[src/hdl/spo_pkg.sv]
package spo_pkg;
    // Register port
    localparam int          ADDR_W         = 6;
    localparam int          DATA_W         = 8;
    localparam int          PIX_W          = 14;
    localparam logic [5:0]  ADDR_PAT_CTRL  = 6'h34;
    localparam logic [5:0]  ADDR_START     = 6'h35;
    localparam logic [5:0]  ADDR_WIDTH_LO  = 6'h36;
    localparam logic [5:0]  ADDR_WIDTH_HI  = 6'h37;
    localparam logic [5:0]  ADDR_VALUE_HI  = 6'h38;
    localparam logic [5:0]  ADDR_VALUE_LO  = 6'h39;
    localparam logic [5:0]  ADDR_STEP_HI   = 6'h3A;
    localparam logic [5:0]  ADDR_STEP_LO   = 6'h3B;
    localparam logic [5:0]  ADDR_PITCH     = 6'h3C;
    localparam logic [5:0]  ADDR_TEST_SCAN = 6'h3D;
    localparam logic [5:0]  ADDR_OUT_CFG   = 6'h3E;
    localparam logic [7:0]  REG_RESET      = 8'h00;
    // Field positions
    localparam int          PAT_EN_BIT     = 0;
    localparam int          PAT_SEL_LSB    = 4;
    localparam int          PAT_SEL_MSB    = 6;
    localparam int          PAT_ACTIVE_BIT = 7;
    localparam int          TEST_MODE_BIT  = 1;
    localparam int          CFG_QUAD_BIT   = 0;
    localparam int          CFG_DS_BIT     = 1;
    // Pattern select codes
    localparam logic [2:0]  SEL_FIXED      = 3'h0;
    localparam logic [2:0]  SEL_HGRAD      = 3'h1;
    localparam logic [2:0]  SEL_VGRAD      = 3'h2;
    localparam logic [2:0]  SEL_LATTICE    = 3'h3;
    localparam logic [2:0]  SEL_STRIPE     = 3'h4;
    localparam logic [2:0]  SEL_LINK_SYNC  = 3'h5;
    localparam logic [2:0]  SEL_LINK_ASYNC = 3'h6;
    localparam logic [2:0]  SEL_RESERVED   = 3'h7;
    // Serial slot geometry, in bit periods
    localparam logic [3:0]  DUAL_LAST_POS  = 4'hF;
    localparam logic [3:0]  QUAD_LAST_POS  = 4'h7;
    localparam logic [3:0]  DUAL_MSB_POS   = 4'h1;
    localparam logic [3:0]  QUAD_MSB_POS   = 4'h0;
    localparam logic [3:0]  DUAL_FALL_LONG = 4'h7;
    localparam logic [3:0]  DUAL_FALL_SHRT = 4'h5;
    localparam logic [3:0]  QUAD_FALL_LONG = 4'h3;
    localparam logic [3:0]  QUAD_FALL_SHRT = 4'h2;
    localparam logic [13:0] MIN_CODE       = 14'h0000;
    localparam logic [13:0] FULL_SCALE     = 14'h3FFF;

    typedef enum logic [1:0] {GEN_OFF, GEN_ARMED, GEN_RUN} spo_gen_e;
endpackage

[src/hdl/spo_serial_out.sv]
`timescale 1ns/1ps

module spo_fifo #(
    parameter int WIDTH = 28,
    parameter int DEPTH = 4
) (
    input  wire logic             ref_clk,
    input  wire logic             rst_n,
    input  wire logic             in_valid,
    output logic                  in_ready,
    input  wire logic [WIDTH-1:0] in_data,
    output logic                  out_valid,
    input  wire logic             out_ready,
    output logic      [WIDTH-1:0] out_data
);
    localparam int AW = (DEPTH > 1) ? $clog2(DEPTH) : 1;
    logic [WIDTH-1:0] mem_reg [DEPTH];
    logic [AW-1:0]    wr_ptr_reg;
    logic [AW-1:0]    rd_ptr_reg;
    logic [AW:0]      count_reg;
    logic             push;
    logic             pop;
    logic [AW:0]      count_next;

    assign push = in_valid && in_ready;
    assign pop = out_valid && out_ready;
    assign out_data = mem_reg[rd_ptr_reg];
    assign out_valid = (count_reg != '0);

    always_comb begin
        count_next = count_reg;
        if (push && !pop) begin
            count_next = count_reg + 1'b1;
        end else if (pop && !push) begin
            count_next = count_reg - 1'b1;
        end
    end

    always_ff @(posedge ref_clk) begin
        if (!rst_n) begin
            count_reg <= '0;
            wr_ptr_reg <= '0;
            rd_ptr_reg <= '0;
            in_ready <= 1'b0;
        end else begin
            count_reg <= count_next;
            in_ready <= (count_next < (AW+1)'(DEPTH));
            if (push) begin
                wr_ptr_reg <= (wr_ptr_reg == AW'(DEPTH-1)) ? '0 : wr_ptr_reg + 1'b1;
            end
            if (pop) begin
                rd_ptr_reg <= (rd_ptr_reg == AW'(DEPTH-1)) ? '0 : rd_ptr_reg + 1'b1;
            end
        end
    end

    always_ff @(posedge ref_clk) begin
        if (push) begin
            mem_reg[wr_ptr_reg] <= in_data;
        end
    end
endmodule

// How it works
// - Each 14-bit word sits in a 16-bit-period slot (8 in quad lane) with guard periods.
// - Frame marker rises exactly when the word's MSB starts.
// - Double sampling: marker high six periods (three in quad) on odd pixels, four (two in quad) on even.
// - Pixels alternate even then odd, tagging follows that order.
// - Sample-hold: marker always high six periods in dual lane, three in quad lane.
// - Dual lane: one lane per channel, sixteen bits per pixel period.
// - Dual lane sample-hold: marker falls where bit 7 starts.
// - Dual lane double sampling: fall alternates between bit 9 and bit 7.
// - Dual lane: serial clock transitions at each bit's centre.
// - Quad lane: two lanes per channel, bits 13..7 and 6..0, eight periods.
// - Quad lane: marker falls at bits 10/3 for odd, 11/4 for even.
// - Quad lane: serial clock rises inside each bit's eye.
// - Test mode replaces converter data; select field picks the pattern.
// - Once enabled, the pattern repeats until disabled.
// - Each line of the non-link patterns starts with minimum code, then the valid-pixel region.
// - Start length and valid width come from their own registers.
// - Apart from async link, output begins at the next line clamp leading edge after enable.
// - Fixed pattern: upper six bits and lower eight bits from two registers.
// - Horizontal gradient steps per pitch pixels, wraps after full scale.
// - Vertical gradient steps per pitch lines instead of per pitch pixels.
// - Lattice: step value grid lines on value background, pitch spacing.
// - Stripe: dark step value and light value stripes, pitch wide.
// - Async link pattern starts at once; sync waits for clamp edge.
module spo_serial_out
    import spo_pkg::*;
#(
    parameter int FIFO_DEPTH = 4
) (
    input  wire logic              ref_clk,
    input  wire logic              rst_n,
    input  wire logic              reg_wr,
    input  wire logic [ADDR_W-1:0] reg_addr,
    input  wire logic [DATA_W-1:0] reg_wdata,
    output logic      [DATA_W-1:0] reg_rdata,
    input  wire logic              adc_valid,
    output logic                   adc_ready,
    input  wire logic [PIX_W-1:0]  adc_ch0,
    input  wire logic [PIX_W-1:0]  adc_ch1,
    input  wire logic              line_clamp_input,
    output logic      [3:0]        serial_data_lane,
    output logic                   frame_marker,
    output logic                   serial_bit_clock
);
    logic [7:0]  pat_ctrl_reg;
    logic [7:0]  start_reg;
    logic [11:0] width_reg;
    logic [13:0] value_reg;
    logic [13:0] step_reg;
    logic [7:0]  pitch_reg;
    logic [7:0]  test_scan_reg;
    logic [7:0]  out_cfg_reg;
    logic        clamp_s1_reg;
    logic        clamp_s2_reg;
    logic        clamp_s3_reg;
    logic        clamp_rise;
    spo_gen_e    gen_state_reg;
    logic [2:0]  sel;
    logic        test_on;
    logic [11:0] hpos_reg;
    logic [7:0]  hpitch_reg;
    logic [7:0]  vpitch_reg;
    logic [13:0] hval_reg;
    logic [13:0] vval_reg;
    logic        dark_reg;
    logic [7:0]  pitch_last;
    logic        in_region;
    logic [13:0] gen_word;
    logic        fifo_in_valid;
    logic        fifo_in_ready;
    logic [27:0] fifo_in_data;
    logic        fifo_out_valid;
    logic [27:0] fifo_out_data;
    logic        gen_push;
    logic [3:0]  pos_reg;
    logic        half_reg;
    logic [27:0] word_reg;
    logic        parity_reg;
    logic        slot_quad_reg;
    logic        slot_ds_reg;
    logic        slot_end;
    logic [3:0]  msb_pos;
    logic [3:0]  fall_pos;

    assign sel = pat_ctrl_reg[PAT_SEL_MSB:PAT_SEL_LSB];
    assign test_on = test_scan_reg[TEST_MODE_BIT] && pat_ctrl_reg[PAT_EN_BIT];
    assign clamp_rise = clamp_s2_reg && !clamp_s3_reg;
    assign pitch_last = (pitch_reg == 8'h00) ? 8'h00 : pitch_reg - 8'h01;

    // Register port
    always_ff @(posedge ref_clk) begin
        if (!rst_n) begin
            pat_ctrl_reg <= REG_RESET;
            start_reg <= REG_RESET;
            width_reg <= {4'h0, REG_RESET};
            value_reg <= {6'h00, REG_RESET};
            step_reg <= {6'h00, REG_RESET};
            pitch_reg <= REG_RESET;
            test_scan_reg <= REG_RESET;
            out_cfg_reg <= REG_RESET;
        end else if (reg_wr) begin
            case (reg_addr)
                ADDR_PAT_CTRL:  pat_ctrl_reg <= {1'b0, reg_wdata[6:0]};
                ADDR_START:     start_reg <= reg_wdata;
                ADDR_WIDTH_LO:  width_reg[7:0] <= reg_wdata;
                ADDR_WIDTH_HI:  width_reg[11:8] <= reg_wdata[3:0];
                ADDR_VALUE_HI:  value_reg[13:8] <= reg_wdata[5:0];
                ADDR_VALUE_LO:  value_reg[7:0] <= reg_wdata;
                ADDR_STEP_HI:   step_reg[13:8] <= reg_wdata[5:0];
                ADDR_STEP_LO:   step_reg[7:0] <= reg_wdata;
                ADDR_PITCH:     pitch_reg <= reg_wdata;
                ADDR_TEST_SCAN: test_scan_reg <= reg_wdata;
                ADDR_OUT_CFG:   out_cfg_reg <= reg_wdata;
                default:        ;
            endcase
        end
    end

    // Registered read; bit 7 of control shows the generator running
    always_ff @(posedge ref_clk) begin
        if (!rst_n) begin
            reg_rdata <= REG_RESET;
        end else begin
            case (reg_addr)
                ADDR_PAT_CTRL:  reg_rdata <= {gen_state_reg == GEN_RUN, pat_ctrl_reg[6:0]};
                ADDR_START:     reg_rdata <= start_reg;
                ADDR_WIDTH_LO:  reg_rdata <= width_reg[7:0];
                ADDR_WIDTH_HI:  reg_rdata <= {4'h0, width_reg[11:8]};
                ADDR_VALUE_HI:  reg_rdata <= {2'b00, value_reg[13:8]};
                ADDR_VALUE_LO:  reg_rdata <= value_reg[7:0];
                ADDR_STEP_HI:   reg_rdata <= {2'b00, step_reg[13:8]};
                ADDR_STEP_LO:   reg_rdata <= step_reg[7:0];
                ADDR_PITCH:     reg_rdata <= pitch_reg;
                ADDR_TEST_SCAN: reg_rdata <= test_scan_reg;
                ADDR_OUT_CFG:   reg_rdata <= out_cfg_reg;
                default:        reg_rdata <= REG_RESET;
            endcase
        end
    end

    // Clamp pin crosses in; the second and third stages feed the edge detect
    always_ff @(posedge ref_clk) begin
        if (!rst_n) begin
            clamp_s1_reg <= 1'b0;
            clamp_s2_reg <= 1'b0;
            clamp_s3_reg <= 1'b0;
        end else begin
            clamp_s1_reg <= line_clamp_input;
            clamp_s2_reg <= clamp_s1_reg;
            clamp_s3_reg <= clamp_s2_reg;
        end
    end

    // Generator sequencing
    always_ff @(posedge ref_clk) begin
        if (!rst_n) begin
            gen_state_reg <= GEN_OFF;
        end else begin
            case (gen_state_reg)
                GEN_OFF: begin
                    if (test_on) begin
                        gen_state_reg <= GEN_ARMED;
                    end
                end
                GEN_ARMED: begin
                    if (!test_on) begin
                        gen_state_reg <= GEN_OFF;
                    end else if (clamp_rise || sel == SEL_LINK_ASYNC) begin
                        gen_state_reg <= GEN_RUN;
                    end
                end
                GEN_RUN: begin
                    if (!test_on) begin
                        gen_state_reg <= GEN_OFF;
                    end
                end
                default: gen_state_reg <= GEN_OFF;
            endcase
        end
    end

    assign gen_push = (gen_state_reg == GEN_RUN) && fifo_in_ready;
    assign in_region = (hpos_reg >= {4'h0, start_reg})
        && ((hpos_reg - {4'h0, start_reg}) < width_reg);

    // Pixel and line position; horizontal values restart at each clamp edge, vertical ones advance
    always_ff @(posedge ref_clk) begin
        if (!rst_n || gen_state_reg != GEN_RUN) begin
            hpos_reg <= 12'h000;
            hpitch_reg <= 8'h00;
            vpitch_reg <= 8'h00;
            hval_reg <= value_reg;
            vval_reg <= value_reg;
            dark_reg <= 1'b1;
        end else if (clamp_rise) begin
            hpos_reg <= 12'h000;
            hpitch_reg <= 8'h00;
            hval_reg <= value_reg;
            dark_reg <= 1'b1;
            if (vpitch_reg >= pitch_last) begin
                vpitch_reg <= 8'h00;
                vval_reg <= ({1'b0, vval_reg} + {1'b0, step_reg} > {1'b0, FULL_SCALE})
                    ? value_reg : vval_reg + step_reg;
            end else begin
                vpitch_reg <= vpitch_reg + 8'h01;
            end
        end else if (gen_push) begin
            if (hpos_reg != 12'hFFF) begin
                hpos_reg <= hpos_reg + 12'h001;
            end
            if (in_region) begin
                if (hpitch_reg >= pitch_last) begin
                    hpitch_reg <= 8'h00;
                    dark_reg <= !dark_reg;
                    hval_reg <= ({1'b0, hval_reg} + {1'b0, step_reg} > {1'b0, FULL_SCALE})
                        ? value_reg : hval_reg + step_reg;
                end else begin
                    hpitch_reg <= hpitch_reg + 8'h01;
                end
            end
        end
    end

    // Pattern word
    always_comb begin
        gen_word = MIN_CODE;
        if (sel == SEL_LINK_SYNC || sel == SEL_LINK_ASYNC) begin
            gen_word = value_reg;
        end else if (in_region) begin
            case (sel)
                SEL_FIXED:   gen_word = value_reg;
                SEL_HGRAD:   gen_word = hval_reg;
                SEL_VGRAD:   gen_word = vval_reg;
                SEL_LATTICE: gen_word = (hpitch_reg == 8'h00 || vpitch_reg == 8'h00) ? step_reg : value_reg;
                SEL_STRIPE:  gen_word = dark_reg ? step_reg : value_reg;
                default:     gen_word = MIN_CODE;
            endcase
        end
    end

    // Test data replaces converter data ahead of the serializer
    assign fifo_in_valid = test_scan_reg[TEST_MODE_BIT] ? gen_push : adc_valid;
    assign fifo_in_data = test_scan_reg[TEST_MODE_BIT] ? {gen_word, gen_word} : {adc_ch1, adc_ch0};
    assign adc_ready = fifo_in_ready;

    spo_fifo #(
        .WIDTH (28),
        .DEPTH (FIFO_DEPTH)
    ) u_fifo (
        .ref_clk   (ref_clk),
        .rst_n     (rst_n),
        .in_valid  (fifo_in_valid),
        .in_ready  (fifo_in_ready),
        .in_data   (fifo_in_data),
        .out_valid (fifo_out_valid),
        .out_ready (slot_end),
        .out_data  (fifo_out_data)
    );

    // Slot timing: two clocks per bit period
    assign slot_end = half_reg && (pos_reg == (slot_quad_reg ? QUAD_LAST_POS : DUAL_LAST_POS));
    assign msb_pos = slot_quad_reg ? QUAD_MSB_POS : DUAL_MSB_POS;
    always_comb begin
        if (slot_quad_reg) begin
            fall_pos = (!slot_ds_reg || parity_reg) ? QUAD_FALL_LONG : QUAD_FALL_SHRT;
        end else begin
            fall_pos = (!slot_ds_reg || parity_reg) ? DUAL_FALL_LONG : DUAL_FALL_SHRT;
        end
    end

    always_ff @(posedge ref_clk) begin
        if (!rst_n) begin
            pos_reg <= 4'h0;
            half_reg <= 1'b0;
            word_reg <= 28'h0000000;
            parity_reg <= 1'b1;
            slot_quad_reg <= 1'b0;
            slot_ds_reg <= 1'b0;
        end else begin
            half_reg <= !half_reg;
            if (slot_end) begin
                pos_reg <= 4'h0;
                // An empty queue sends the minimum code; framing keeps running
                word_reg <= fifo_out_valid ? fifo_out_data : 28'h0000000;
                slot_quad_reg <= out_cfg_reg[CFG_QUAD_BIT];
                slot_ds_reg <= out_cfg_reg[CFG_DS_BIT];
                parity_reg <= out_cfg_reg[CFG_DS_BIT] ? !parity_reg : 1'b1;
            end else if (half_reg) begin
                pos_reg <= pos_reg + 4'h1;
            end
        end
    end

    // Output stage, one clock behind the slot counters
    always_ff @(posedge ref_clk) begin
        if (!rst_n) begin
            serial_data_lane <= 4'h0;
            frame_marker <= 1'b0;
            serial_bit_clock <= 1'b0;
        end else begin
            frame_marker <= (pos_reg >= msb_pos) && (pos_reg < fall_pos);
            if (slot_quad_reg) begin
                serial_bit_clock <= half_reg;
                if (pos_reg <= 4'h6) begin
                    serial_data_lane <= {word_reg[4'd13 + 5'd14 - pos_reg], word_reg[4'd6 + 5'd14 - pos_reg],
                                         word_reg[4'd13 - pos_reg], word_reg[4'd6 - pos_reg]};
                end else begin
                    serial_data_lane <= 4'h0;
                end
            end else begin
                if (half_reg) begin
                    serial_bit_clock <= !serial_bit_clock;
                end
                if (pos_reg >= 4'h1 && pos_reg <= 4'hE) begin
                    serial_data_lane <= {2'b00, word_reg[5'd28 - pos_reg], word_reg[4'd14 - pos_reg]};
                end else begin
                    serial_data_lane <= 4'h0;
                end
            end
        end
    end

    // Helpers seen only by the checks
    logic [3:0] pos_q;
    logic       half_q;
    logic       quad_q;
    logic [3:0] msb_q;
    logic [3:0] fall_q;
    logic       sh_dual_q;
    always_ff @(posedge ref_clk) begin
        pos_q <= pos_reg;
        half_q <= half_reg;
        quad_q <= slot_quad_reg;
        msb_q <= msb_pos;
        fall_q <= fall_pos;
        sh_dual_q <= !slot_ds_reg && !slot_quad_reg;
    end
endmodule

[config.mk]
export PLATFORM = sky130hd
export DESIGN_NAME = spo_serial_out
export DESIGN_NICKNAME = d
export VERILOG_FILES = /design/src/hdl/spo_pkg.sv /design/src/hdl/spo_serial_out.sv
export SDC_FILE = /design/constraint.sdc
export NUM_CORES = 1
export LEC_CHECK = 0
export ABC_CLOCK_PERIOD_IN_PS = 6600
export BUFFER_PORTS_ARGS = -buffer_cell sky130_fd_sc_hd__buf_2
export CORE_MARGIN = 4
export CORE_UTILIZATION = 40
export DETAILED_ROUTE_END_ITERATION = 7
export GPL_ROUTABILITY_DRIVEN = 0
export HOLD_SLACK_MARGIN = 0.06
export SLEW_MARGIN = 20
export SYNTH_ARGS = -nofsm -noshare
export SYNTH_HDL_FRONTEND = slang
export SYNTH_SLANG_ARGS = --single-unit
[constraint.sdc]
create_clock -name ref_clk -period 6.6 [get_ports ref_clk]
set_input_delay 0 -clock ref_clk [delete_from_list [all_inputs] [get_ports ref_clk]]
set_output_delay 0 -clock ref_clk [all_outputs]
set_load 0.02 [all_outputs]
==> results.json, run 1 <==
{
  "status": "complete, no violations",
  "cts_tree": "yes",
  "dieHeight_microns": 213,
  "max_cap_violations": 0,
  "antenna_found_initial": 0,
  "route.detailed.drc": 0,
  "dieArea_sq_um": 45400,
  "final_cell_mix": "171 x dfxtp_1, 170 x nor2_1, 140 x edfxtp_1",
  "cts.htree.levels": 2,
  "ant_nets": 0,
  "io_pins": 62,
  "fp-row-count": 74,
  "die_x_microns": 213,
  "cts_setup_buffers": 0,
  "synth.cell_area_sq_um": 16800,
  "diodes": 0,
  "netlist_instances": 1550,
  "powerDensity_nw_per_um2": 221,
  "slew_violations": 0,
  "io_buffers": 61,
  "p_leak_nw": 7.16,
  "ys.flop_type": "dfxtp_1",
  "final_nets": 1778,
  "finalWirelength_mm": 45.3,
  "synthArstFlopShare": 0,
  "max_freq_ghz": 0.224,
  "grt_usage": 0.198,
  "hold_class": "primary input to register",
  "tightest_slew_ns": 1.08,
  "fin_crit_sh": 0.676,
  "grt_pass1_wl_mm": 70.1,
  "fin_crit_ns": 4.46,
  "overflow": 0,
  "rsz0062_at_grt": "false",
  "cp_max_fo": 14,
  "synth_cell_types": 74,
  "routedWlPerCell_microns": 20.6,
  "ctsHoldBuffers": 47,
  "hpwl_mm": 31.5,
  "clock-skew-final_ns": 0.0272,
  "syn_nets": 1693,
  "fin_hold_ws_ns": 0.0867,
  "ctsResizeCount": 0,
  "start_util": 0.409,
  "worst_ir_drop_vdd_v": 0.000185,
  "via_count": 12410,
  "cts_root_buf": "clkbuf_16",
  "crit_type": "register to register",
  "ys_warn_count": 0,
  "clk_path_buf_depth": 3,
  "syn_avg_cell_area_sq_um": 10.9,
  "end_kind": "register",
  "fin_tns_setup_ns": 0,
  "fillers": 3754,
  "worstPathArrival_ns": 4.64,
  "core-area_sq_um": 41200,
  "drtIter0Drc": 1025,
  "numCtsBuffers": 37,
  "clk_pin_slew_ns": 0.06,
  "area_delta_synth_final_pct": 14.3,
  "ys_seq_area_frac": 0.455,
  "vias_per_cell": 5.66,
  "layout_commonest_cell": "dfxtp_1",
  "largest_reg_flops": 112,
  "cts.sinks": 313,
  "dr.pass1.iters": 5,
  "crit_path_start_kind": "register",
  "grt_max_degree": 80,
  "slew_headroom": 0.274,
  "synth-seq-cells": 313,
  "synth-edff-count": 140,
  "insertion_delay_ns": 0.55,
  "hold_viol_final": 0,
  "setup_viol": 0,
  "first_global_vias": 12178,
  "drive_gt1_frac": 0.138,
  "critPathRequiredTime_ns": 6.78
}
==> layout make-up <==
cell class | instances | area [sq um] | area share
clock buffers | 51 | 1070 | 0.0556
clock inverters | 14 | 101 | 0.00526
inverters | 56 | 210 | 0.0109
multi-input cells | 1102 | 8630 | 0.448
flip-flops and latches | 313 | 7670 | 0.399
well taps | 532 | 666 | 0.0346
repair buffers | 125 | 903 | 0.0469
==> synth_stat cells (14+ instances only) <==
| cell type | n | area share |
|---|---|---|
| and2_1 | 14 | 0.0052 |
| mux2i_1 | 97 | 0.058 |
| a21o_1 | 17 | 0.0076 |
| xor2_1 | 26 | 0.014 |
| mux4_2 | 61 | 0.082 |
| a22o_1 | 43 | 0.022 |
| o31ai_1 | 16 | 0.0071 |
| o21ai_0 | 42 | 0.012 |
| dfxtp_1 | 173 | 0.21 |
| a211oi_1 | 18 | 0.0080 |
| a21oi_1 | 95 | 0.028 |
| ha_1 | 93 | 0.069 |
| xnor2_1 | 31 | 0.016 |
| nand2_1 | 105 | 0.023 |
| inv_1 | 55 | 0.012 |
| nand3_1 | 38 | 0.011 |
| nor2_1 | 171 | 0.038 |
| edfxtp_1 | 140 | 0.25 |
| a21boi_0 | 35 | 0.016 |
| clkbuf_1 | 54 | 0.012 |
==> power by group <==
group / total (mW) / internal [mW] / switching [mW]
registers: 2.06 / 2.04 / 0.0132
logic: 0.236 / 0.0929 / 0.143
clock network: 1.96 / 1.17 / 0.796
==> worst max-delay path: stages, from the launching register on <==
cell	delay, ns
dfxtp_1	0.33
inv_1	0.08
ha_1	0.30
nor2b_1	0.12
o21ai_0	0.10
a21boi_0	0.35
o2111ai_1	0.28
and3_1	0.25
or3_1	0.36
ha_1	0.31
a211o_1	0.29
a21oi_1	0.17
o41ai_2	0.12
a211oi_1	0.22
buf_4	0.24
nand2_1	0.07
nand2_1	0.50
==> layer usage <==
| layer | GRT usage | routed length (microns) |
|---|---|---|
| met1 | 0.263 | 19900 |
| met2 | 0.330 | 21700 |
| met3 | 0.0376 | 2300 |
| met4 | 0.0640 | 1420 |
| met5 | 0 | 0 |
==> cell families (layout without fill, tap and decap cells) <==
group,after synthesis,in the layout,share of synthesized area
xor+xnor,57,57,0.0296
buf+inv,135,246,0.0325
fa+ha+maj,96,96,0.0727
simple gates,431,431,0.120
flops,313,313,0.455
mux,176,176,0.153
compound gates,342,342,0.137
==> worst paths after layout <==
check,endpoint,slack [ns],startpoint,depth (start not counted)
setup / recovery,hval_reg[10],2.14,start_reg[1],16
hold / removal,width_reg[11],0.09,reg_wr,5
hold reg to reg,clamp_s2_reg,0.43,clamp_s1_reg,1
setup reg to reg,hval_reg[10],2.14,start_reg[1],16
==> per-stage QoR <==
stage / utilization / instance area [sq um] / setup WS, ns / total power, mW / cells
final: 0.467 / 19200 / 2.14 / 4.26 / 2193
after global routing: 0.467 / 19200 / 1.77 / 4.40 / 2193
after CTS: 0.467 / 19200 / 2.14 / 4.30 / 2193
after detailed placement: 0.427 / 17600 / 2.18 / 2.32 / 2081
after global placement: 0.427 / 17600 / 2.24 / 2.31 / 2081
after floorplan: - / 16800 / 2.62 / 2.24 / 1550
No activity file was read; power rests on OpenSTA's default activity.
==> run 2, diff against run 1 <==
ABC_CLOCK_PERIOD_IN_PS = 4600   (was 6600)
clock period = 4.6 ns   (was 6.6 ns; I/O delays follow)
==> results.json, run 2 (synthesis gave the netlist of run 1 again) <==
{
  "r2r-start": "start_reg[1]",
  "final_cell_mix": "171 x dfxtp_1, 169 x nor2_1, 140 x edfxtp_1",
  "fin_cells": 2190,
  "swShare": 0.225,
  "insertion_delay_ns": 0.54,
  "grt_usage": 0.202,
  "powerDensity_nw_per_um2": 320,
  "rrSetupSlack_ns": 0.34,
  "slew_headroom": 0.235,
  "min_to": "pat_ctrl_reg[6]",
  "max_freq_ghz": 0.235,
  "fin_util": 0.467,
  "power_frac_comb": 0.056,
  "crit_path_start_kind": "register",
  "fin_area_sq_um": 19200,
  "min_path_cells": 5,
  "status": "complete, no violations",
  "largest_reg_flops": 112,
  "dp.cells": 2084,
  "rsz0062_at_grt": "false",
  "worst_ir_drop_vdd_v": 0.000234,
  "critPathRequiredTime_ns": 4.93,
  "max_cap_violations": 0,
  "hold_path.startpoint": "reg_addr[2]",
  "dieArea_sq_um": 45400,
  "crit_type": "register to register",
  "fin_hold_ws_ns": 0.0660,
  "overflow": 0,
  "fin_crit_sh": 0.926,
  "worstPathArrival_ns": 4.59,
  "cp_max_fo": 14,
  "diodes": 0,
  "use_met1": 0.268,
  "clk_path_buf_depth": 3,
  "routedWlPerCell_microns": 21.0,
  "p_sw_mw": 1.38,
  "io_buffers": 61,
  "reg2reg_to": "u_fifo.mem_reg[1][9]",
  "drtIter0Drc": 1052,
  "p_int_mw": 4.77,
  "clk_pin_slew_ns": 0.06,
  "r2r_cells": 16,
  "p_leak_nw": 7.17,
  "dr.pass1.iters": 7,
  "clockPowerShare": 0.464,
  "clock-skew-final_ns": 0.0104,
  "io_pins": 62,
  "use_met3": 0.0361,
  "grt.busiest_layer": "met2",
  "hpwl_mm": 31.8,
  "die_x_microns": 213,
  "dp_slack_ns": 0.374,
  "setup_slack_ns": 0.339,
  "dieHeight_microns": 213,
  "fin_crit_ns": 4.26,
  "drive_gt1_frac": 0.142,
  "core-area_sq_um": 41200,
  "met2_usage": 0.333,
  "first_global_vias": 12351,
  "route.detailed.drc": 0,
  "vias_per_cell": 5.70,
  "cts.sinks": 313,
  "seq_power_share": 0.479,
  "cts_setup_buffers": 0,
  "via_count": 12478,
  "layout_commonest_cell": "dfxtp_1",
  "ant_nets": 0,
  "cts.htree.levels": 2,
  "end_kind": "register",
  "post_dp_cell_area_sq_um": 17600,
  "cts_root_buf": "clkbuf_16",
  "finalWirelength_mm": 46.0,
  "area_delta_synth_final_pct": 14.1,
  "hold_class": "primary input to register",
  "total_power_mw": 6.15,
  "grt_max_degree": 96,
  "fin_tns_setup_ns": 0,
  "numCtsBuffers": 37,
  "start_util": 0.409,
  "tightest_slew_ns": 1.14,
  "grt_pass1_wl_mm": 71.6,
  "final_nets": 1774,
  "slew_violations": 0,
  "hold_viol_final": 0,
  "fp-row-count": 74,
  "setup_viol": 0,
  "antenna_found_initial": 0,
  "cts_tree": "yes"
}
## run 2: changes by cell type in the layout (fill, tap and decap cells not counted), moves of 2 or more
| cell | previous run | this run |
|---|---|---|
| clkbuf_1 | 6 | 9 |
| clkbuf_8 | 7 | 4 |
| dlygate4sd3_1 | 47 | 40 |
| buf_4 | 17 | 20 |
| inv_6 | 0 | 2 |
| clkinv_1 | 6 | 2 |
## run 2: how the worst max path moves through the flow
stage / end / startpoint / slack (ns)
finish: u_fifo.mem_reg[1][9] / start_reg[1] / 0.34
global route: u_fifo.mem_reg[0][9] / start_reg[1] / 0.0006
CTS: u_fifo.mem_reg[3][23] / start_reg[1] / 0.35
detailed placement: u_fifo.mem_reg[2][23] / start_reg[1] / 0.37
global placement: u_fifo.mem_reg[0][23] / start_reg[1] / 0.46
floorplan: hval_reg[0] / start_reg[1] / 0.62
## run 2: cell type report
cell class / count / area [sq um]
Fill cell: 3697 / 22000
Multi-Input combinational cell: 1102 / 8640
Sequential cell: 313 / 7670
Clock buffer: 51 / 1040
Timing Repair Buffer: 121 / 856
Tap cell: 532 / 666
Inverter: 56 / 210
Clock inverter: 15 / 140
## run 2: worst max-delay path, cell delays in order (launching register included)
cell	delay, ns
dfxtp_1	0.34
inv_1	0.08
ha_1	0.30
nor2b_1	0.11
o21ai_0	0.10
a21boi_0	0.37
o2111ai_1	0.27
and3_1	0.24
or3_1	0.37
ha_1	0.31
a211o_1	0.30
a21oi_1	0.17
o41ai_2	0.13
a221oi_1	0.24
buf_4	0.31
o31ai_1	0.15
a21oi_1	0.29
## run 2: repair_timing
action                     CTS  global route
hold buffers                39             1
hold endpoints to repair   203             4
setup endpoints to repair    0             4
gates resized for setup      0             1
## run 2: power by group through the flow
stage	combinational [mW]	clock [mW]	sequential, mW
2_1_floorplan	0.210	0	3.00
3_3_place_gp	0.314	0	3.01
3_5_place_dp	0.319	0	3.01
4_1_cts	0.345	2.91	2.95
5_1_grt	0.377	3.03	2.95
6_report	0.347	2.85	2.95
## run 2: metal layers
metal / routed length, microns / vias to the layer above / share of wire
met5: 0 / - / 0
met4: 1700 / 0 / 0.037
met3: 2580 / 96 / 0.056
met2: 21900 / 379 / 0.48
met1: 19800 / 6098 / 0.43
li1: - / 5905 / -
